### src/include/pmcap_params.svh
`ifndef PMCAP_PARAMS_SVH
`define PMCAP_PARAMS_SVH
// Byte offsets, same on both interfaces
`define PMCAP_OFF_CAP     8'hDE
`define PMCAP_OFF_CSR     8'hE0
`define PMCAP_OFF_BSE     8'hE2
`define PMCAP_OFF_DATA    8'hE3
// Dword addresses holding the bank
`define PMCAP_DW_CAP      8'hDC
`define PMCAP_DW_CSR      8'hE0
`define PMCAP_DW_MASK     8'hFC
// Capability word layout
`define PMCAP_CAP_RST     16'h0001
`define PMCAP_CAP_LD_MASK 16'h7E27
`define PMCAP_CAP_CLK     3
`define PMCAP_CAP_D1      9
`define PMCAP_CAP_D2      10
`define PMCAP_CAP_SUP_LSB 11
`define PMCAP_CAP_SUP_MSB 15
// Control/status word layout
`define PMCAP_CSR_EN      8
`define PMCAP_CSR_SEL_LSB 9
`define PMCAP_CSR_SEL_MSB 12
`define PMCAP_CSR_STAT    15
`define PMCAP_SCALE_RST   2'h0
`define PMCAP_SEL_RST     4'h0
// Power state codes
`define PMCAP_PS_D0       2'h0
`define PMCAP_PS_D1       2'h1
`define PMCAP_PS_D2       2'h2
`define PMCAP_PS_D3       2'h3
// Fixed byte values
`define PMCAP_BSE_VAL     8'h00
`define PMCAP_DATA_RST    8'h00
`define PMCAP_NUM_DATA    8
`endif

### src/include/pmcap_pkg.sv
package pmcap_pkg;
   typedef logic [1:0]  pmcap_pstate_t;
   typedef logic [7:0]  pmcap_byte_t;
   typedef logic [15:0] pmcap_half_t;
   typedef logic [31:0] pmcap_word_t;
   typedef logic [3:0]  pmcap_be_t;
endpackage

### src/core/pmcap_regs.sv
// Function
// - Bank appears at identical offsets on primary and secondary ports.
// - Capability bits 14:9, 5, 2:0 load from preload port only.
// - Version field resets to 001 and preload may overwrite it.
// - Clock-required bit reads one when any event-support bit is set.
// - Auxiliary power source bit always reads zero.
// - Device-specific init flag resets zero, loadable from preload.
// - D1 and D2 support bits reset zero, loadable from preload.
// - Event support bits 14:11 loadable; bit 15 always zero.
// - Reserved capability and control bits always read zero.
// - Power state field holds D0 to D3, resets to D0.
// - Writes of unimplemented state complete but leave state unchanged.
// - D0 and D3 always accepted; D1, D2 follow support bits.
// - Dynamic data bit always reads zero.
// - Event enable RO zero without support; gates primary event output.
// - Data selector writable only if enabled; 8 to 15 give zero.
// - Data scale resets zero, loadable only from preload port.
// - Event status sets on secondary event when current state supported.
// - Event status clears on write one, ignores zero, resets zero.
// - Bridge extension byte always reads zero.
// - Data byte returns selected preloaded byte or zero; resets zero.
`timescale 1ns/1ns
`include "pmcap_params.svh"
module pmcap_regs
(
   // Clock and reset
   input  wire logic                clk,
   input  wire logic                rst_b,
   // Primary configuration port
   input  wire logic                p_req,
   input  wire logic                p_we,
   input  wire pmcap_pkg::pmcap_byte_t p_addr,
   input  wire pmcap_pkg::pmcap_be_t   p_be,
   input  wire pmcap_pkg::pmcap_word_t p_wdata,
   output logic                     p_ack_ff,
   output pmcap_pkg::pmcap_word_t   p_rdata_ff,
   // Secondary configuration port
   input  wire logic                s_req,
   input  wire logic                s_we,
   input  wire pmcap_pkg::pmcap_byte_t s_addr,
   input  wire pmcap_pkg::pmcap_be_t   s_be,
   input  wire pmcap_pkg::pmcap_word_t s_wdata,
   output logic                     s_ack_ff,
   output pmcap_pkg::pmcap_word_t   s_rdata_ff,
   // Preload or local processor load
   input  wire logic                ld_valid,
   input  wire pmcap_pkg::pmcap_half_t ld_cap,
   input  wire logic [1:0]          ld_scale,
   input  wire logic                ld_data_en,
   input  wire logic [63:0]         ld_data_bytes,
   // Event pins, active low
   input  wire logic                s_pme_in_b,
   output logic                     p_pme_out_ff,
   output logic                     p_pme_oe_b_ff
);
   import pmcap_pkg::*;

   pmcap_half_t   cap_ff;
   logic [1:0]    scale_ff;
   logic          data_en_ff;
   pmcap_byte_t   data_mem [`PMCAP_NUM_DATA];
   pmcap_pstate_t state_ff;
   logic          pme_en_ff;
   logic [3:0]    sel_ff;
   logic          pme_stat_ff;
   pmcap_byte_t   data_byte_ff;
   logic          pme_meta_ff;
   logic          pme_sync_ff;
   logic          take_p;
   logic          take_s;
   logic          w_hit;
   pmcap_be_t     w_be;
   pmcap_word_t   w_data;
   logic          sup_any;
   logic          sup_cur;
   logic          pme_set;

   // State acceptance check
   function automatic logic ps_ok(input pmcap_pstate_t ps,
                                  input pmcap_half_t cap);
      case (ps)
         `PMCAP_PS_D0: ps_ok = 1'b1;
         `PMCAP_PS_D1: ps_ok = cap[`PMCAP_CAP_D1];
         `PMCAP_PS_D2: ps_ok = cap[`PMCAP_CAP_D2];
         `PMCAP_PS_D3: ps_ok = 1'b1;
         default:      ps_ok = 1'b0;
      endcase
   endfunction

   // Read word for a byte address, same map on both ports
   function automatic pmcap_word_t rd_word(input pmcap_byte_t a);
      pmcap_half_t cap_rd;
      pmcap_half_t csr_rd;
      cap_rd = cap_ff;
      cap_rd[`PMCAP_CAP_CLK] =
         |cap_ff[`PMCAP_CAP_SUP_MSB:`PMCAP_CAP_SUP_LSB];
      // Masks cover the cycle before the forced clears land
      csr_rd = {pme_stat_ff, scale_ff, sel_ff & {4{data_en_ff}},
                pme_en_ff & sup_any, 6'h00, state_ff};
      if ((a & `PMCAP_DW_MASK) == `PMCAP_DW_CAP)
         rd_word = {cap_rd, 16'h0000};
      else if ((a & `PMCAP_DW_MASK) == `PMCAP_DW_CSR)
         rd_word = {data_byte_ff, `PMCAP_BSE_VAL, csr_rd};
      else
         rd_word = 32'h0000_0000;
   endfunction

   // Arbitration, primary first; secondary waits one turn
   assign take_p = p_req & ~p_ack_ff;
   assign take_s = s_req & ~s_ack_ff & ~take_p;
   assign w_be   = take_p ? p_be : s_be;
   assign w_data = take_p ? p_wdata : s_wdata;
   // Only the control/status dword takes host writes
   assign w_hit  = take_p ?
      (p_we & ((p_addr & `PMCAP_DW_MASK) == `PMCAP_DW_CSR)) :
      (take_s & s_we & ((s_addr & `PMCAP_DW_MASK) == `PMCAP_DW_CSR));

   assign sup_any = |cap_ff[`PMCAP_CAP_SUP_MSB:`PMCAP_CAP_SUP_LSB];
   assign sup_cur = cap_ff[`PMCAP_CAP_SUP_LSB + {3'h0, state_ff}];
   assign pme_set = pme_sync_ff & sup_cur;

   // Answer on primary port
   always_ff @(posedge clk or negedge rst_b)
   begin
      if (!rst_b)
      begin
         p_ack_ff   <= 1'b0;
         p_rdata_ff <= 32'h0000_0000;
      end
      else
      begin
         p_ack_ff   <= take_p;
         p_rdata_ff <= take_p ? rd_word(p_addr) : 32'h0000_0000;
      end
   end

   // Answer on secondary port
   always_ff @(posedge clk or negedge rst_b)
   begin
      if (!rst_b)
      begin
         s_ack_ff   <= 1'b0;
         s_rdata_ff <= 32'h0000_0000;
      end
      else
      begin
         s_ack_ff   <= take_s;
         s_rdata_ff <= take_s ? rd_word(s_addr) : 32'h0000_0000;
      end
   end

   // Preloaded capability fields, scale and data enable
   always_ff @(posedge clk or negedge rst_b)
   begin
      if (!rst_b)
      begin
         cap_ff     <= `PMCAP_CAP_RST;
         scale_ff   <= `PMCAP_SCALE_RST;
         data_en_ff <= 1'b0;
      end
      else if (ld_valid)
      begin
         cap_ff     <= ld_cap & `PMCAP_CAP_LD_MASK;
         scale_ff   <= ld_scale;
         data_en_ff <= ld_data_en;
      end
   end

   // Eight preloaded data bytes
   genvar gi;
   generate
      for (gi = 0; gi < `PMCAP_NUM_DATA; gi++)
      begin : g_data
         always_ff @(posedge clk or negedge rst_b)
         begin
            if (!rst_b)
               data_mem[gi] <= `PMCAP_DATA_RST;
            else if (ld_valid)
               data_mem[gi] <= ld_data_bytes[gi*8 +: 8];
         end
      end
   endgenerate

   // Current power state
   always_ff @(posedge clk or negedge rst_b)
   begin
      if (!rst_b)
         state_ff <= `PMCAP_PS_D0;
      else if (w_hit && w_be[0] && ps_ok(w_data[1:0], cap_ff))
         state_ff <= w_data[1:0];
   end

   // Event enable, held at zero without support
   always_ff @(posedge clk or negedge rst_b)
   begin
      if (!rst_b)
         pme_en_ff <= 1'b0;
      else if (!sup_any)
         pme_en_ff <= 1'b0;
      else if (w_hit && w_be[1])
         pme_en_ff <= w_data[`PMCAP_CSR_EN];
   end

   // Data selector, only while reporting is enabled
   always_ff @(posedge clk or negedge rst_b)
   begin
      if (!rst_b)
         sel_ff <= `PMCAP_SEL_RST;
      else if (!data_en_ff)
         sel_ff <= `PMCAP_SEL_RST;
      else if (w_hit && w_be[1])
         sel_ff <= w_data[`PMCAP_CSR_SEL_MSB:`PMCAP_CSR_SEL_LSB];
   end

   // Event status, set wins over a clearing write
   always_ff @(posedge clk or negedge rst_b)
   begin
      if (!rst_b)
         pme_stat_ff <= 1'b0;
      else if (pme_set)
         pme_stat_ff <= 1'b1;
      else if (w_hit && w_be[1] && w_data[`PMCAP_CSR_STAT])
         pme_stat_ff <= 1'b0;
   end

   // Data byte follows the selector
   always_ff @(posedge clk or negedge rst_b)
   begin
      if (!rst_b)
         data_byte_ff <= `PMCAP_DATA_RST;
      else if (data_en_ff && !sel_ff[3])
         data_byte_ff <= data_mem[sel_ff[2:0]];
      else
         data_byte_ff <= `PMCAP_DATA_RST;
   end

   // Secondary event pin synchroniser
   always_ff @(posedge clk or negedge rst_b)
   begin
      if (!rst_b)
      begin
         pme_meta_ff <= 1'b0;
         pme_sync_ff <= 1'b0;
      end
      else
      begin
         pme_meta_ff <= ~s_pme_in_b;
         pme_sync_ff <= pme_meta_ff;
      end
   end

   // Primary event pin, open drain pulled low when driven
   always_ff @(posedge clk or negedge rst_b)
   begin
      if (!rst_b)
      begin
         p_pme_out_ff  <= 1'b0;
         p_pme_oe_b_ff <= 1'b1;
      end
      else
      begin
         p_pme_out_ff  <= 1'b0;
         p_pme_oe_b_ff <= ~(pme_stat_ff & pme_en_ff);
      end
   end

   // Checks
   a_cap_fixed_bits: assert property (@(posedge clk) disable iff (!rst_b)
      p_ack_ff && (($past(p_addr) & `PMCAP_DW_MASK) == `PMCAP_DW_CAP) |->
      (p_rdata_ff[19] == |p_rdata_ff[31:27]) && !p_rdata_ff[31])
      else $error("capability word malformed");
   a_aps_zero: assert property (@(posedge clk) disable iff (!rst_b)
      p_ack_ff && (($past(p_addr) & `PMCAP_DW_MASK) == `PMCAP_DW_CAP) |->
      (p_rdata_ff[20] == 1'b0) && (p_rdata_ff[24:22] == 3'h0))
      else $error("aps or reserved cap bits set");
   a_bad_state_kept: assert property (@(posedge clk) disable iff (!rst_b)
      w_hit && w_be[0] && !ps_ok(w_data[1:0], cap_ff) |=> $stable(state_ff))
      else $error("unsupported state accepted");
   a_good_state_taken: assert property (@(posedge clk) disable iff (!rst_b)
      w_hit && w_be[0] && ps_ok(w_data[1:0], cap_ff) |=>
      state_ff == $past(w_data[1:0]))
      else $error("supported state not taken");
   a_en_needs_sup: assert property (@(posedge clk) disable iff (!rst_b)
      !sup_any ##1 !sup_any |-> !pme_en_ff)
      else $error("enable set without support");
   a_pin_gated: assert property (@(posedge clk) disable iff (!rst_b)
      !p_pme_oe_b_ff |-> $past(pme_en_ff) && $past(pme_stat_ff))
      else $error("event pin driven while disabled");
   a_stat_sets: assert property (@(posedge clk) disable iff (!rst_b)
      pme_set |=> pme_stat_ff)
      else $error("event status not set");
   a_stat_clears: assert property (@(posedge clk) disable iff (!rst_b)
      w_hit && w_be[1] && w_data[`PMCAP_CSR_STAT] && !pme_set |=>
      !pme_stat_ff)
      else $error("event status not cleared");
   a_stat_zero_write: assert property (@(posedge clk) disable iff (!rst_b)
      pme_stat_ff && !(w_hit && w_be[1] && w_data[`PMCAP_CSR_STAT])
      |=> pme_stat_ff)
      else $error("event status lost");
   a_data_high_sel: assert property (@(posedge clk) disable iff (!rst_b)
      sel_ff[3] |=> data_byte_ff == 8'h00)
      else $error("data byte nonzero for high select");
   a_sel_locked: assert property (@(posedge clk) disable iff (!rst_b)
      !data_en_ff |=> sel_ff == 4'h0)
      else $error("selector set while disabled");
   a_both_ports_same: assert property (@(posedge clk) disable iff (!rst_b)
      p_ack_ff && s_req && !s_ack_ff && (s_addr == $past(p_addr)) &&
      $stable(cap_ff) && $stable(pme_stat_ff) && $stable(state_ff) &&
      $stable(sel_ff) && $stable(pme_en_ff) && $stable(data_byte_ff)
      ##1 s_ack_ff |-> s_rdata_ff == $past(p_rdata_ff))
      else $error("ports disagree");
   a_ack_one_cycle: assert property (@(posedge clk) disable iff (!rst_b)
      take_p |=> p_ack_ff ##1 !p_ack_ff)
      else $error("primary answer malformed");
   c_state_change: cover property (@(posedge clk) disable iff (!rst_b)
      w_hit && w_be[0] ##1 $changed(state_ff));
   c_event_seen: cover property (@(posedge clk) disable iff (!rst_b)
      pme_set ##[1:8] !p_pme_oe_b_ff);
   c_set_and_clear: cover property (@(posedge clk) disable iff (!rst_b)
      pme_set && w_hit && w_be[1] && w_data[`PMCAP_CSR_STAT]);
   c_port_collision: cover property (@(posedge clk) disable iff (!rst_b)
      p_req && s_req && !p_ack_ff && !s_ack_ff);

endmodule // pmcap_regs

### config.mk
export PLATFORM = sky130hd
export DESIGN_NAME = pmcap_regs
export DESIGN_NICKNAME = d
export VERILOG_FILES = /design/src/include/pmcap_pkg.sv /design/src/core/pmcap_regs.sv
export VERILOG_INCLUDE_DIRS = /design/src /design/src/include
export SDC_FILE = /design/constraint.sdc
export NUM_CORES = 1
export LEC_CHECK = 0
export BUFFER_PORTS_ARGS = -buffer_cell sky130_fd_sc_hd__buf_4
export CORE_UTILIZATION = 44
export DETAILED_ROUTE_END_ITERATION = 8
export PLACE_DENSITY_LB_ADDON = 0.05
export SYNTH_ARGS = -nofsm -noshare
export SYNTH_HDL_FRONTEND = slang
export SYNTH_SLANG_ARGS = --single-unit
### constraint.sdc
create_clock -name clk -period 2.11 [get_ports clk]
set_input_delay 0.211 -clock clk [delete_from_list [all_inputs] [get_ports clk]]
set_output_delay 0.211 -clock clk [all_outputs]
set_load 0.03 [all_outputs]
; ---- Yosys cells after proc, flatten, opt, wreduce, memory -nomap -nowiden
; Index checks and enable logic that the tools add are counted.
[word_totals]
register_bits = 162
output_inout_bits = 68
wordCells = 83
[op_classes]
n_addsub = 1
order_cmp = 2
n_eq_ne = 9
n_mux = 22
bitwise = 16
n_reduce_logical = 10
[ops]
columns = cell, count
row1 = 32-bit 2-to-1 mux, 6
row2 = 8-bit binary-select mux with 3-bit select, 1
row3 = "6-bit == test, second input constant", 4
row4 = 8-bit 2-to-1 mux, 3
row5 = 16-bit 2-to-1 mux, 1
row6 = 1-bit bitwise AND, 9
row7 = 4-bit 2-to-1 mux, 2
row8 = 1-bit 2-to-1 mux, 6
row9 = "4-bit by 2-bit adder with 5-bit output, first input constant", 1
row10 = 1-bit logical AND, 5
row11 = "5-bit less-than comparator, second input constant", 1
row12 = 1-bit inverter, 5
row13 = 4-bit bitwise AND, 1
row14 = 1-bit binary-select mux with 4-bit select, 1
row15 = "2-bit == test, second input constant", 2
row16 = "4-bit >= comparator, second input constant", 1
row17 = "2-bit by 1-bit != test with 1-bit output, second input constant", 2
row18 = 3-bit inverter with 4-bit output, 1
row19 = 4-bit OR reduction, 1
row20 = 1-bit case mux with 3 select lines, 1
row21 = "2-bit by 1-bit == test with 1-bit output, second input constant", 1
row22 = 2-bit logical NOT, 1
row23 = 2-bit 2-to-1 mux, 1
row24 = 2-bit nonzero test, 1
row25 = 2 further kinds, 2

; ---- Longest topological paths before layout
[logic_depth]
word_depth = 11
depth_mapped = 13

; ---- Worst setup path before layout
; OpenSTA, ideal clock, no wires.
[synth_timing]
kind = register -> register
startpoint = register p_ack_ff
endpoint = register state_ff[0]
setup_ns = 0.079
arrival_time_ns = 2.223
required_time_ns = 2.031
setup_slack_ns = -0.193
stages_incl_launch_ff = 14
cell_sequence = dfrtp_1 -> nand2b_1 -> buf_2 -> inv_2 -> clkbuf_1 -> nand2_1 -> nand2_1 -> inv_1 -> ha_1 -> a21oi_1 -> nor2_1 -> a21oi_1 -> nor4_4 -> mux2i_1
[synth_rtl]
columns = item, line
row1 = from (decl), pmcap_regs.sv:35  ; output logic p_ack_ff,
row2 = from (signal assigned), pmcap_regs.sv:132  ; p_ack_ff <= take_p;
row3 = 1-bit inverter (*), pmcap_regs.sv:109  ; assign take_p = p_req & ~p_ack_ff;
row4 = 1-bit bitwise AND (*), pmcap_regs.sv:109
row5 = net take_p, pmcap_regs.sv:69  ; logic take_p;
row6 = 16-bit 2-to-1 mux (*), pmcap_regs.sv:112  ; assign w_data = take_p ? p_wdata : s_wdata;
row7 = net w_data[0], pmcap_regs.sv:73  ; pmcap_word_t w_data;
row8 = 2-bit == test / 2-bit logical NOT (equally long branches), pmcap_regs.sv:81  ; case (ps)
row9 = 2-bit OR reduction (no line), -
row10 = 1-bit case mux with 3 select lines, pmcap_regs.sv:81
row11 = 1-bit logical AND, pmcap_regs.sv:189  ; else if (w_hit && w_be[0] && ps_ok(w_data[1:0], cap_ff))
row12 = to (signal assigned), pmcap_regs.sv:188  ; state_ff <= `PMCAP_PS_D0;
row13 = to (signal assigned), pmcap_regs.sv:190  ; state_ff <= w_data[1:0];
row14 = to (decl), pmcap_regs.sv:62  ; pmcap_pstate_t state_ff;
; Mark *: on every way through the listed nets, which the timed path passes. The rest lies on a longest branch.
; A chain may end at the register's enable or synchronous reset.

; ---- Worst setup path after layout
[layout_timing]
startpoint = register p_ack_ff
endpoint = register state_ff[0]
[layout_rtl]
columns = item, line
row1 = 1-bit inverter (*), pmcap_regs.sv:109
row2 = 1-bit bitwise AND (*), pmcap_regs.sv:109
row3 = 16-bit 2-to-1 mux (*), pmcap_regs.sv:112
row4 = net w_data[1], pmcap_regs.sv:73
row5 = 2-bit == test / 2-bit logical NOT (equally long branches), pmcap_regs.sv:81
row6 = 2-bit OR reduction (no line), -
row7 = 1-bit case mux with 3 select lines (*), pmcap_regs.sv:81
row8 = 1-bit logical AND (*), pmcap_regs.sv:189
; Marked as above.

==> impl_metrics.ini <==
[outcome]
outcome = finished clean

[power]
ir_worst_vdd_v = 0.000461
p_per_area_nw_per_um2 = 822
leakagePower_nw = 3.92

[sta]
fin_crit_sh_pct = 93.9
finalClockSkew_ns = 0.00456
hold_viol = 0
rsz0062_at_grt = false
fin_setup_tns_ns = 0
worst_pin_slew_ns = 0.686
fmax_mhz = 504
slew_headroom_pct = 54.1
maxSlewViolCount = 0
fin_crit_ns = 1.98
final-setup-viol-count = 0
worst_slack_ns = 0.128
whs_ns = 0.0134

[worst_hold_path]
holdPathStages = 3
hold_path.class = in2reg

[detailed_routing]
drc_errors = 0
wl_per_cell_um = 16.5
dr.max_layer_used = met4
vias = 4031
dr.pass1.iters = 4
drt-met1-wl_um = 5440
final_antenna_net_count = 0
first_iter_violations = 185
wl_met3_um = 735
viasPerCell = 5.03
drt-total-wl_um = 13200
route.met2.wl_um = 6750

[synthesis]
synth_ff_type = dfrtp_1
synth_top_area_share_pct = 58.2
syn-cell-area_um2 = 6100
ys_ff_latch = 144
synthTopCellsByArea = dfrtp_1 (58%), mux2_2 (14%), mux4_2 (5.9%)
ys_types = 36
synthTopCellsByCount = dfrtp_1 (142), mux2_2 (76), nor2_1 (28), and3_1 (19), buf_4 (19)
syn_inst = 435
yosysSeqAreaShare_pct = 59.1
yosysMostFrequentCell = dfrtp_1
async_reset_ff_share_pct = 100
synth_edf_count = 0
syn_area_per_cell_um2 = 14.0
yosysWarnings = 0
synth_area_leader_cell = dfrtp_1

[worst_setup_path]
crit_required_ns = 2.45
startpoint = p_ack_ff
rrSetupSlack_ns = 0.13
arrival_ns = 2.32
crit_buf_inv = 1
cp_slowest_cell = dfrtp_2
r2r-start = p_ack_ff
crit_cells = 10
critical_path_class = reg2reg
crit_chain = nand2b_2, buf_12, nand2_1, nand2_1, ha_1, a21oi_1, nor2_1, a21oi_2, nor4_4, mux2i_1
rr_endpoint = state_ff[0]
crit_path_end = state_ff[0]
reg2regPathDepth = 10
crit_path_start_kind = flip-flop
cp_slowest_stage_delay_ns = 0.40
cp-end-kind = flip-flop
critPathMaxFanout = 25
cpMostUsedCell = nand2_1
critical-path-top-delay-family = simple AND/OR/NAND/NOR gates

[place]
gp_congestion = 0.771
place_area_um2 = 7560
hpwl_um = 9690
io_buffers = 165
place_ws_ns = 0.0545

[floorplanning]
die_h_um = 120
fp.coreArea_um2 = 13400
start_util_pct = 45.5
num_rows = 42
dieArea_um2 = 14300
die_x_um = 120
io_pins = 247

[grt]
grt.total_usage_pct = 20.1
overflow = 0
antenna_found_initial = 0
grt_max_degree = 53
grt_pass1_wl_um = 21700
grt_pass1_vias = 4321

[layout]
fillers = 1081
fin_util_pct = 61.2
n_antenna_cell = 0
final_nets = 794
areaGrowthSynthToFinish_pct = 34.5
drive_above_1_share_pct = 51.2
finalInstanceArea_um2 = 8210

[clock_tree]
cts_max_level = 4
numCtsBuffers = 17
clock_latency_ns = 0.42
cts_tree = built
clk_pin_slew_ns = 0.06
cts_buffer_depth = 2
cts-root-buf = clkbuf_16
cts_sinks = 144

[flow_run]
max_cap_viol_count = 0
==> how the worst min path moves through the flow <==
stage                     endpoint  slack [ns]               from
floorplan               cap_ff[10]       -0.08              rst_b
detailed placement  s_rdata_ff[21]        0.19              rst_b
global route          data_mem[51]       0.009  ld_data_bytes[11]
global placement    s_rdata_ff[17]        0.18              rst_b
finish                  cap_ff[10]        0.01         ld_cap[10]
CTS                     cap_ff[10]       0.003         ld_cap[10]
==> metrics by stage <==
stage               power [W]  instances
floorplan             0.00347        453
global placement      0.00377        764
detailed placement    0.00380        764
CTS                   0.00683        798
global route          0.00704        801
finish                0.00675        801
==> sequential cells by signal (all words and copies together), names as in the netlist, 2 cells and up <==
name	count
cap_ff	10
sel_ff	4
s_rdata_ff	23
data_mem	64
data_byte_ff	8
p_rdata_ff	23
scale_ff	2
state_ff	2
==> metal layers <==
metal | track usage, % | vias to the layer above
li1 | - | 1868
met5 | 0 | -
met1 | 23.7 | 2009
met4 | 8.67 | 0
met3 | 5.61 | 28
met2 | 34.2 | 126
==> cells in the final DEF, fill, tap and decap left out, drive strengths merged, types with 2 or more instances in the layout <==
| cell type | synthesis | final |
|---|---|---|
| o221a | 5 | 5 |
| a22oi | 12 | 12 |
| a31oi | 6 | 6 |
| or4b | 2 | 2 |
| and2 | 12 | 12 |
| nand4b | 2 | 2 |
| nand2b | 5 | 5 |
| nor4 | 4 | 4 |
| bufinv | 0 | 3 |
| mux2i | 10 | 10 |
| ha | 3 | 3 |
| clkinvlp | 0 | 3 |
| dfrtp | 142 | 142 |
| inv | 13 | 15 |
| buf | 32 | 180 |
| conb | 1 | 19 |
| nor3b | 5 | 5 |
| mux4 | 16 | 16 |
| clkinv | 0 | 6 |
| o21ai | 5 | 5 |
| dlygate4sd3 | 0 | 2 |
| mux2 | 76 | 76 |
| and3 | 21 | 21 |
| nor2 | 29 | 29 |
| clkbuf | 10 | 18 |
| nand2 | 12 | 12 |
| dfstp | 2 | 2 |
| a21oi | 5 | 5 |
==> power by group <==
part	internal, W	switching [W]	total, W	leakage [nW]
Clock	0.00188	0.00112	0.00300	0.292
Combinational	0.000385	0.000314	0.000699	1.83
Sequential	0.00294	0.000106	0.00305	1.80
Total	0.00521	0.00154	0.00675	3.92
==> cells by family after synthesis <==
group | Yosys count | share of synthesized area (%)
DFF | 144 | 59.1
buffers and inverters | 55 | 4.63
muxes | 102 | 21.6
and+or+nand+nor | 95 | 9.39
AOI/OAI and AO/OA | 35 | 4.63
adders and majority gates | 3 | 0.615
other | 1 | 0.0615
==> worst min-delay path, delay by kind of cell <==
kind,cells,cell delay (ns)
AO/OA/AOI/OAI,1,0.06
buffers and inverters,1,0.08
AND/OR/NAND/NOR,1,0.04
==> final cells by class <==
type / instances / area, um2 / area share [%]
tap: 176 / 220 / 2.68
clock buffer: 18 / 439 / 5.35
clock inverter: 14 / 164 / 2.00
inverter: 13 / 51.3 / 0.625
sequential: 144 / 3610 / 44.0
multi-input combinational: 254 / 2290 / 27.9
timing repair buffer: 182 / 1440 / 17.5
==> repair_timing <==
item	in CTS	in global routing
gates resized for setup	0	2
hold buffers	2	0
endpoints found under the hold margin	49	0
setup buffers	0	3
setup endpoints to repair	0	2
(Power assumes the default switching activity.)
